--- config.mk ---
export PLATFORM = sky130hd
export DESIGN_NAME = vcc_cal_ctrl
export DESIGN_NICKNAME = d
export VERILOG_FILES = /design/src/vcc_pkg.sv /design/src/vcc_cal_ctrl.sv /design/src/vcc_freq_monitor.sv
export SDC_FILE = /design/constraint.sdc
export NUM_CORES = 1
export LEC_CHECK = 0
export CAP_MARGIN = 10
export CELL_PAD_IN_SITES_DETAIL_PLACEMENT = 0
export CELL_PAD_IN_SITES_GLOBAL_PLACEMENT = 1
export CORE_MARGIN = 3
export CORE_UTILIZATION = 25
export CTS_CLUSTER_SIZE = 12
export DETAILED_ROUTE_END_ITERATION = 6
export DONT_BUFFER_PORTS = 1
export GPL_TIMING_DRIVEN = 0
export HOLD_SLACK_MARGIN = 0.1
export PLACE_DENSITY = 0.55
export SYNTH_ARGS = -nofsm -noshare
export SYNTH_HDL_FRONTEND = slang
export SYNTH_SLANG_ARGS = --single-unit
--- constraint.sdc ---
create_clock -name clk_sys_in -period 4.15 [get_ports clk_sys_in]
set_input_delay 0.415 -clock clk_sys_in [delete_from_list [all_inputs] [get_ports clk_sys_in]]
set_output_delay 0.415 -clock clk_sys_in [all_outputs]
set_load 0.005 [all_outputs]
--- src/vcc_pkg.sv ---
package vcc_pkg;
    // Register map
    localparam int VCC_ADDR_W = 10;
    localparam logic [9:0] VCC_ADR_CAL_CTRL = 10'h018;
    localparam logic [9:0] VCC_ADR_MON_CTRL = 10'h01A;
    localparam logic [9:0] VCC_ADR_STATUS = 10'h01F;
    localparam logic [9:0] VCC_ADR_OSC_DIV = 10'h1E0;
    localparam logic [9:0] VCC_ADR_UPDATE = 10'h232;
    localparam logic [9:0] VCC_ADR_IRQ_STAT = 10'h240;
    localparam logic [9:0] VCC_ADR_IRQ_MASK = 10'h241;
    localparam logic [9:0] VCC_ADR_AUX_CTRL = 10'h242;

    // Field positions
    localparam int VCC_CAL_START_BIT = 0;
    localparam int VCC_CAL_DIV_LSB = 1;
    localparam int VCC_MON_THR_BIT = 6;
    localparam int VCC_DONE_BIT = 6;
    localparam int VCC_BUSY_BIT = 5;
    localparam int VCC_UPDATE_BIT = 0;
    localparam int VCC_EXT_SEL_BIT = 0;

    // Values after reset
    localparam logic [1:0] VCC_CAL_DIV_RST = 2'h0;
    localparam logic [2:0] VCC_OSC_DIV_RST = 3'h0;
    localparam logic [3:0] VCC_IRQ_MASK_RST = 4'h0;

    // Counts
    localparam int VCC_CAL_CYCLES = 4400;
    localparam int VCC_CNT_W = 16;
    localparam logic [15:0] VCC_MON_NORMAL_LIMIT = 16'h0032;
    localparam logic [15:0] VCC_MON_EXT_LIMIT = 16'h01F4;

    // Calibration sequence states
    typedef enum logic [2:0] {
        VCC_IDLE = 3'b000,
        VCC_SYNC = 3'b001,
        VCC_CAL = 3'b010,
        VCC_RELEASE = 3'b011,
        VCC_CLOSE = 3'b100
    } vcc_state_t;
endpackage

--- src/vcc_cal_ctrl.sv ---
// Overview of operation
// - Three monitors flag slow reference or oscillator
// - Oscillator monitor watches external clock when selected
// - Threshold bit selects normal or extended limit for the references
// - Calibration clocked from divided phase compare rate pulse
// - Autoload triggers an automatic calibration
// - Later calibrations need start 0 then 1
// - Done status bit reads 1 after calibration
// - Sync, calibrate, release, close loop, done
// - Sync released without waiting for settling
// - Calibration clock is compare rate over divider
// - Calibration lasts 4400 calibration clocks
// - No automatic recalibration on setting changes
module vcc_cal_ctrl #(
    parameter int CAL_CYCLES = vcc_pkg::VCC_CAL_CYCLES
) (
    // Clock and reset
    input wire logic clk_sys_in,
    input wire logic rst_in,
    // Register port
    input wire logic [vcc_pkg::VCC_ADDR_W-1:0] addr_in,
    input wire logic [7:0] wr_data_in,
    input wire logic wr_in,
    input wire logic rd_in,
    output logic [7:0] rd_data_out,
    // Loop and loader events
    input wire logic phase_compare_rate_pulse_in,
    input wire logic autoload_cal_in,
    // Monitored clock pins
    input wire logic reference_input_1_in,
    input wire logic reference_input_2_in,
    input wire logic osc_clk_in,
    input wire logic ext_clk_in,
    // Distribution, loop control and monitor flags
    output logic output_sync_out,
    output logic loop_close_out,
    output logic [2:0] osc_div_out,
    output logic [2:0] mon_slow_out,
    // Interrupt
    output logic irq_out
);
    import vcc_pkg::*;

    typedef struct packed {
        logic start_buf;
        logic [1:0] div_buf;
        logic thr_buf;
        logic [2:0] osc_buf;
        logic start_act;
        logic [1:0] div_act;
        logic thr_act;
        logic [2:0] osc_act;
        logic ext_sel;
        logic [3:0] pin_s1;
        logic [3:0] pin_s2;
        vcc_state_t state;
        logic [3:0] div_cnt;
        logic [12:0] cal_cnt;
        logic done;
        logic sync;
        logic loop_close;
        logic [2:0] mon_flag;
        logic [3:0] irq_stat;
        logic [3:0] irq_mask;
        logic irq;
        logic [7:0] rdata;
    } vcc_regs_t;

    vcc_regs_t r;
    vcc_regs_t next_r;
    logic [2:0] mon_src;
    logic [2:0] mon_slow;
    logic [15:0] ref_limit;
    logic update;
    logic cal_req;
    logic [3:0] div_last;
    logic cal_tick;
    logic [3:0] events;

    // Threshold and clock selection for the monitors
    // The select acts on synchronised pins, so no raw clock meets the mux
    assign ref_limit = r.thr_act ? VCC_MON_EXT_LIMIT : VCC_MON_NORMAL_LIMIT;
    assign mon_src[0] = r.pin_s2[0];
    assign mon_src[1] = r.pin_s2[1];
    assign mon_src[2] = r.ext_sel ? r.pin_s2[3] : r.pin_s2[2];

    // The oscillator monitor keeps the normal limit; only references use the extended one

    // One slow-clock monitor per watched input
    generate
        for (genvar g = 0; g < 3; g++) begin : g_mon
            vcc_freq_monitor #(
                .CNT_W(VCC_CNT_W)
            ) u_mon (
                .clk_sys_in(clk_sys_in),
                .rst_in(rst_in),
                .watch_pin_in(mon_src[g]),
                .limit_in((g < 2) ? ref_limit : VCC_MON_NORMAL_LIMIT),
                .slow_out(mon_slow[g])
            );
        end
    endgenerate

    // Update strobe and calibration requests
    assign update = wr_in && (addr_in == VCC_ADR_UPDATE) && wr_data_in[VCC_UPDATE_BIT];
    // Besides autoload, only a 0 to 1 transfer of the start bit asks for a calibration, so an
    // update that leaves the start bit at 1 restarts nothing
    assign cal_req = (update && r.start_buf && !r.start_act) || autoload_cal_in;
    assign div_last = 4'((2 << r.div_act) - 1);
    assign cal_tick = phase_compare_rate_pulse_in && (r.div_cnt == div_last);
    // Monitor events fire once, in the cycle a flag first rises
    assign events = {mon_slow & ~r.mon_flag, r.state == VCC_CLOSE};

    // Next-state logic
    always_comb begin
        next_r = r;
        next_r.rdata = 8'h00;
        next_r.mon_flag = mon_slow;
        // Two flip-flops on every clock pin before any selection
        next_r.pin_s1 = {ext_clk_in, osc_clk_in, reference_input_2_in, reference_input_1_in};
        next_r.pin_s2 = r.pin_s1;
        // Calibration, threshold and divider writes go to the buffered copies; mask and external select are written directly
        if (wr_in) begin
            case (addr_in)
                VCC_ADR_CAL_CTRL: begin
                    next_r.start_buf = wr_data_in[VCC_CAL_START_BIT];
                    next_r.div_buf = wr_data_in[VCC_CAL_DIV_LSB +: 2];
                end
                VCC_ADR_MON_CTRL: begin
                    next_r.thr_buf = wr_data_in[VCC_MON_THR_BIT];
                end
                VCC_ADR_OSC_DIV: begin
                    next_r.osc_buf = wr_data_in[2:0];
                end
                VCC_ADR_IRQ_MASK: begin
                    next_r.irq_mask = wr_data_in[3:0];
                end
                VCC_ADR_AUX_CTRL: begin
                    next_r.ext_sel = wr_data_in[VCC_EXT_SEL_BIT];
                end
                default: begin
                end
            endcase
        end
        // Update strobe moves buffered settings into the active copies
        // Settings moved while busy act at once; software keeps them steady then
        if (update) begin
            next_r.start_act = r.start_buf;
            next_r.div_act = r.div_buf;
            next_r.thr_act = r.thr_buf;
            next_r.osc_act = r.osc_buf;
        end
        // Calibration sequence
        case (r.state)
            VCC_IDLE: begin
                if (cal_req) begin
                    next_r.done = 1'b0;
                    next_r.sync = 1'b1;
                    next_r.loop_close = 1'b0;
                    next_r.div_cnt = 4'h0;
                    next_r.cal_cnt = 13'h0000;
                    next_r.state = VCC_SYNC;
                end
            end
            VCC_SYNC: begin
                next_r.state = VCC_CAL;
            end
            VCC_CAL: begin
                // The phase pulse is divided down to the calibration tick here
                if (phase_compare_rate_pulse_in) begin
                    next_r.div_cnt = cal_tick ? 4'h0 : r.div_cnt + 4'h1;
                end
                if (cal_tick) begin
                    if (r.cal_cnt == 13'(CAL_CYCLES - 1)) begin
                        next_r.state = VCC_RELEASE;
                    end else begin
                        next_r.cal_cnt = r.cal_cnt + 13'h0001;
                    end
                end
            end
            VCC_RELEASE: begin
                // Sync drops without waiting for the loop to settle
                next_r.sync = 1'b0;
                next_r.state = VCC_CLOSE;
            end
            VCC_CLOSE: begin
                next_r.loop_close = 1'b1;
                next_r.done = 1'b1;
                next_r.state = VCC_IDLE;
            end
            default: begin
                next_r.state = VCC_IDLE;
            end
        endcase
        // Sticky interrupt status: write one clears, new event wins
        // A clear in the same cycle as an event loses, so no event is missed
        if (wr_in && addr_in == VCC_ADR_IRQ_STAT) begin
            next_r.irq_stat = r.irq_stat & ~wr_data_in[3:0];
        end
        next_r.irq_stat = next_r.irq_stat | events;
        next_r.irq = |(next_r.irq_stat & next_r.irq_mask);
        // Read data one cycle after the strobe
        if (rd_in) begin
            case (addr_in)
                VCC_ADR_CAL_CTRL: next_r.rdata = {5'h00, r.div_buf, r.start_buf};
                VCC_ADR_MON_CTRL: next_r.rdata = {1'b0, r.thr_buf, 6'h00};
                VCC_ADR_STATUS: next_r.rdata = {1'b0, r.done, r.state != VCC_IDLE, 2'h0, r.mon_flag};
                VCC_ADR_OSC_DIV: next_r.rdata = {5'h00, r.osc_buf};
                VCC_ADR_IRQ_STAT: next_r.rdata = {4'h0, r.irq_stat};
                VCC_ADR_IRQ_MASK: next_r.rdata = {4'h0, r.irq_mask};
                VCC_ADR_AUX_CTRL: next_r.rdata = {7'h00, r.ext_sel};
                default: next_r.rdata = 8'h00;
            endcase
        end
    end

    // State register
    // Reset values come from the package; everything else clears
    always_ff @(posedge clk_sys_in or posedge rst_in) begin
        if (rst_in) begin
            r <= '0;
            r.div_buf <= VCC_CAL_DIV_RST;
            r.div_act <= VCC_CAL_DIV_RST;
            r.osc_buf <= VCC_OSC_DIV_RST;
            r.osc_act <= VCC_OSC_DIV_RST;
            r.irq_mask <= VCC_IRQ_MASK_RST;
            r.state <= VCC_IDLE;
        end else begin
            r <= next_r;
        end
    end

    // Outputs straight from flip-flops
    assign rd_data_out = r.rdata;
    assign output_sync_out = r.sync;
    assign loop_close_out = r.loop_close;
    assign osc_div_out = r.osc_act;
    assign mon_slow_out = r.mon_flag;
    assign irq_out = r.irq;
endmodule

--- src/vcc_freq_monitor.sv ---
module vcc_freq_monitor #(
    parameter int CNT_W = 16
) (
    // Clock and reset
    input wire logic clk_sys_in,
    input wire logic rst_in,
    // Watched clock and threshold
    input wire logic watch_pin_in,
    input wire logic [CNT_W-1:0] limit_in,
    // Below-threshold flag
    output logic slow_out
);
    import vcc_pkg::*;

    typedef struct packed {
        logic sync1;
        logic sync2;
        logic prev;
        logic [CNT_W-1:0] cnt;
        logic slow;
    } vcc_mon_regs_t;

    vcc_mon_regs_t r;
    vcc_mon_regs_t next_r;

    // Measure sys cycles between rising edges of the watched clock
    always_comb begin
        next_r = r;
        next_r.sync1 = watch_pin_in;
        next_r.sync2 = r.sync1;
        next_r.prev = r.sync2;
        if (r.sync2 && !r.prev) begin
            next_r.cnt = '0;
            next_r.slow = 1'b0;
        end else begin
            if (r.cnt != '1) begin
                next_r.cnt = r.cnt + 1'b1;
            end
            if (r.cnt >= limit_in) begin
                next_r.slow = 1'b1;
            end
        end
    end

    // State register
    always_ff @(posedge clk_sys_in or posedge rst_in) begin
        if (rst_in) begin
            r <= '0;
        end else begin
            r <= next_r;
        end
    end

    assign slow_out = r.slow;
endmodule

* After elaboration in Yosys (flattened, before gate mapping)
Cells that the tools add are included.
** Word-level totals
- Flip-flop bits (word level) :: 126
** Operators by class
- Add/sub/neg operators :: 6
- Order comparisons :: 3
- Equality and inequality tests :: 22
- Shift operators :: 1
- Multiplexer cells :: 28
- Bitwise gates (word level) :: 6
- Reduce and logical (&&, ||, !) cells :: 35
** Operator list (number)
- $mux 17 :: 3
- $pmux 7 s7 :: 1
- $add 16x1->16 const B :: 3
- $mux 16 :: 3
- $ne 16x16->1 const B :: 3
- $eq 10x10->1 const B :: 4
- $pmux 17 s2 :: 1
- $ge 16x9->1 :: 2
- $eq 10x5->1 const B :: 3
- $mux 13 :: 2
- $mux 23 :: 1
- $mux 4 :: 5
- $reduce_bool 2->1 :: 9
- $ge 16x6->1 const B :: 1
- $add 13x1->13 const B :: 1
- $eq 13x13->1 const B :: 1
- $pmux 3 s4 :: 1
- $reduce_and 2->1 :: 6
- $eq 10x9->1 const B :: 1
- $ne 2x2->1 const B :: 5
- $logic_and 1x1->1 :: 9
- $mux 9 :: 1
- $and 4x4->4 :: 2
- $mux 7 :: 1
- 21 further kinds :: 32

* Longest topological paths before layout
- Depth in word-level cells :: 8
- Gate-level depth with buffers :: 7
- Gate-level depth less buffers :: 7

* Cells and area by module
From an unflattened synthesis, not the netlist that was laid out.
** Second synthesis, totals
- Cells, all modules :: 782
- Area, all modules :: 7295.7 um^2
** Modules (own cells, without submodules)
- vcc_freq_monitor :: instances 3, cells each 163, area each 1397.6 um^2
- vcc_cal_ctrl :: instances 1, cells each 293, area each 3103.0 um^2

* Least setup slack after synthesis
No wires, ideal clock.
- Path kind :: in2reg
- Start point :: input addr_in[2] in the netlist's numbering
- End point :: register r[28] in the netlist's numbering
- Arrival time :: 1.835 ns
- Slack :: 2.184 ns
- Stages on the path :: 7
- Path buffers :: 2
- Path through :: clkbuf_1 -> and3b_1 -> nand4_1 -> o21ba_2 -> o21bai_4 -> buf_6 -> a31oi_1
** On the way
- Longest elaborated chain between the ends :: 8
** Ends and longest elaborated chain
- from (decl) :: line vcc_cal_ctrl.sv:21 : input wire logic [vcc_pkg::VCC_ADDR_W-1:0] addr_in,
- $eq 10x10->1 :: line vcc_cal_ctrl.sv:105 : assign update = wr_in && (addr_in == VCC_ADR_UPDATE) && wr_data_in[VCC_UPDATE_BIT];
- $logic_and 1x1->1 (2 in series) :: line vcc_cal_ctrl.sv:105
- $logic_and 1x1->1 (2 in series) :: line vcc_cal_ctrl.sv:108 : assign cal_req = (update && r.start_buf && !r.start_act) || autoload_cal_in;
- $logic_or 1x1->1 :: line vcc_cal_ctrl.sv:108
- $ne 2x2->1 (no line)
- $reduce_and 4->1 (no line)
- to (signal assigned) :: line vcc_cal_ctrl.sv:229 : r <= next_r;
- to (decl) :: line vcc_cal_ctrl.sv:69 : vcc_regs_t r;
Every way passes these cells.
A chain may end at the register's enable or synchronous reset.

* Worst setup path after layout
- Start point :: register r[40] in the netlist's numbering
- End point :: register r[27] in the netlist's numbering
** On the way
- Longest elaborated chain between the ends :: 3
- Elaborated cells on any way between the ends :: 8
- Classes of those cells :: eq/ne: 4; mux: 1; reduce/logical: 3
** Ends and longest elaborated chain
- $eq 3x2->1 / $logic_not 3->1 (equally long branches) :: line vcc_cal_ctrl.sv:154 : case (r.state)
- $ne 2x2->1 (no line) / $reduce_bool 2->1 (equally long branches)
- $reduce_and 4->1 (no line)
Several ways; a longest one is shown, not always the timed one.

==> results.yml <==
status:
  outcome: "complete, no violations"
setup_path:
  slowest_delay_ps: 720
  worstPathCellList: "clkbuf_2, nor2_1, nand2_1, a2111oi_2, o21bai_4, buf_6, a31oi_1"
  worstSetupPathType: "register to register"
  required_ps: 4430
  path_max_fanout: 10
  start_kind: "register"
  rr_worst_depth: 7
  crit_slowest_cell: "a2111oi_2"
  worst_ep_arrival_time_ps: 2690
  r2r_start: "r[40]"
  regToRegSetupSlack_ps: 1740
  rr_endpoint: "r[27]"
  end_kind: "register"
yosys:
  yosys_warnings: 0
  postSynthAreaPerCell_um2: 9.97
  seq_area_frac_synth: 0.497
  synth_top_family_by_area: "simple AND/OR/NAND/NOR gates"
  synth_adder_area_share: 0.0323
  synth.top_cell.area_share: 0.497
  synth_edf_count: 0
  syn_inst: 621
  synthMuxAreaShare: 0.0360
  postSynth.asyncResetShare: 1.00
  synth_compound_area_frac: 0.141
  ys_ff_latch: 123
  ys_types: 63
  synth.largest_area_cell: "dfrtp_1"
  synth_xor_area_frac: 0.0354
  synth.top_cells.by_area: "dfrtp_1 (50%), nor2_1 (3.6%), mux2_2 (3.3%)"
  synth_area_um2: 6190
  synth-simple-area-share: 0.217
  synthFlopType: "dfrtp_1"
pwr:
  cellLeakagePower_nw: 3.03
  total_power_mw: 3.23
  power_density_nw_per_um2: 447
  ir_worst_vdd_mv: 0.203
clocking:
  cts_buffer_depth: 2
  cts_tree: "built"
  cts_inserted_buffers: 17
  htreeDepth: 4
  cts_resized: 0
  ctsHoldBuffers: 5
  insertion_delay_ps: 410
  postCtsSetupBuffers: 0
  cts.sinks: 123
  clk_pin_slew_worst_paths_ps: 60
  clockRootBuffer: "clkbuf_16"
min_path:
  hold_end: "r[51]"
  min_path_type: "input port to register"
  hold_path_startpoint: "wr_data_in[0]"
  holdPathStages: 1
placed_design:
  hpwl_mm: 10.4
  place_inst: 942
  pre_cts_ws_ps: 1710
  gp_congestion: 0.776
  place_area_um2: 6620
  io_buffer_count: 0
routing:
  vias: 4735
  drt-pass1-iter-count: 4
  routed_wl_mm: 14.6
  drc: 0
  drt_iter0_drc: 292
  ant_nets: 0
  routedWlPerCell_um: 14.9
  via_per_inst: 4.84
final_layout:
  layout_commonest_cell: "dfrtp_1"
  areaGrowthSynthToFinish_pct: 16.8
  mostFrequentLayoutCells: "dfrtp_1 (123), nor2_1 (60), nand2_1 (53)"
  layout.nets: 691
  final_area_um2: 7230
  final_util: 0.302
  layout.cells.non_filler: 979
  final_layout_size_suffix_gt1_frac: 0.132
  fillerInstances: 2454
  num_antenna_cells: 0
global_routing:
  antenna_found_initial: 0
  grt_first_pass_wirelength_mm: 24.8
  track_usage: 0.116
  grt_overflow: 0
  grt_pass1_vias: 4862
  grt_start_max_net_pins: 76
sta:
  drv_slew: 0
  layout_min_cycle_time_ps: 2410
  tightest_slew_ps: 1060
  setup_ws_ps: 1740
  fin_tns_setup_ps: 0
  rsz0062_at_grt: "false"
  setup_viol_count_final: 0
  skew_ps: 9.00
  finalCritPeriodShare: 0.580
  timing.hold.ws_ps: 156
  max_freq_ghz: 0.415
  finalHoldViolCount: 0
  slew-limit-headroom: 0.282
die:
  std_cell_rows: 56
  core_um2: 23900
  die_w_um: 163
  fp.dieH_um: 163
  initial_core_util: 0.259
  io_pins: 45
  die_area_um2: 26700
run:
  cap_violations: 0
power breakdown:
part / total [mW] / internal (mW) / switching [mW]
sequential: 1.39 / 1.29 / 0.105
clock: 1.39 / 0.824 / 0.570
combinational: 0.441 / 0.169 / 0.272
total: 3.23 / 2.28 / 0.948
cell usage after synthesis, types with 3 or more instances:
master	instances
nor2b_1	7
nor4bb_1	3
nor3_1	20
nand2b_1	11
a22o_1	3
or3_1	4
o31ai_1	4
nor3b_1	3
nand2_1	53
nor4_1	10
clkbuf_1	11
a22oi_1	5
nor2_1	60
nand3_1	35
o21ai_0	30
a31oi_1	20
nand4_1	11
nor4b_1	3
buf_4	15
a41oi_1	4
inv_1	19
and3_1	13
xor2_1	3
ha_1	16
dfrtp_1	123
a211oi_1	10
o21a_1	4
mux2_2	18
a21boi_0	5
xnor2_1	22
a21oi_1	31
metal layers:
| metal | track usage | vias up | share of wire |
|---|---|---|---|
| met2 | 0.179 | 90 | 0.45 |
| met1 | 0.157 | 2320 | 0.49 |
| met5 | 0 | - | 0 |
| met3 | 0.0299 | 13 | 0.042 |
| met4 | 0.0438 | 0 | 0.016 |
| li1 | - | 2312 | - |
sequential cells by signal, indices dropped and copies added, names as in the netlist, 2 cells and up:
name and flops:
g_mon.u_mon.r 51, r 43, g_mon.u_mon.next_r 6, rd_data_out 6, next_r 4, g_mon.u_mon.slow_out 3, mon_slow_out 3, osc_div_out 3
mon_src 2
how the worst max path moves through the flow:
stage          startpoint  slack [ps]                   endpoint
6_report            r[40]        1740                      r[27]
5_1_grt             r[40]        1560                      r[35]
3_5_place_dp   addr_in[1]        1710                      r[28]
2_1_floorplan      rst_in         460  g_mon[0].u_mon.next_r[17]
3_3_place_gp       rst_in       -1050        g_mon[2].u_mon.r[8]
4_1_cts             r[40]        1740                      r[28]
cell type report:
class                   count  area [um^2]  area share
flip-flops and latches    123         3080       0.426
multi-input cells         450         2860       0.396
clock buffers              18          429      0.0594
well taps                 319          399      0.0552
plain buffers              30          180      0.0249
clock inverters            14          124      0.0171
repair buffers              6         77.6      0.0107
inverters                  19         76.3      0.0106
critical path: cells and delay by family, from the launching register on:
kind,cells,cell delay [ps]
buffers and inverters,2,330
AO/OA/AOI/OAI,3,1100
AND/OR/NAND/NOR,2,500
flip-flops,1,360
logic make-up after synthesis:
family,after synthesis
AOI/OAI and AO/OA,132
xor gates and xnor gates,25
adders and majority gates,16
buffers and inverters,49
DFF,123
muxes,20
other,1
and+or+nand+nor,255
Note: power is estimated with default switching activity, not from simulation.
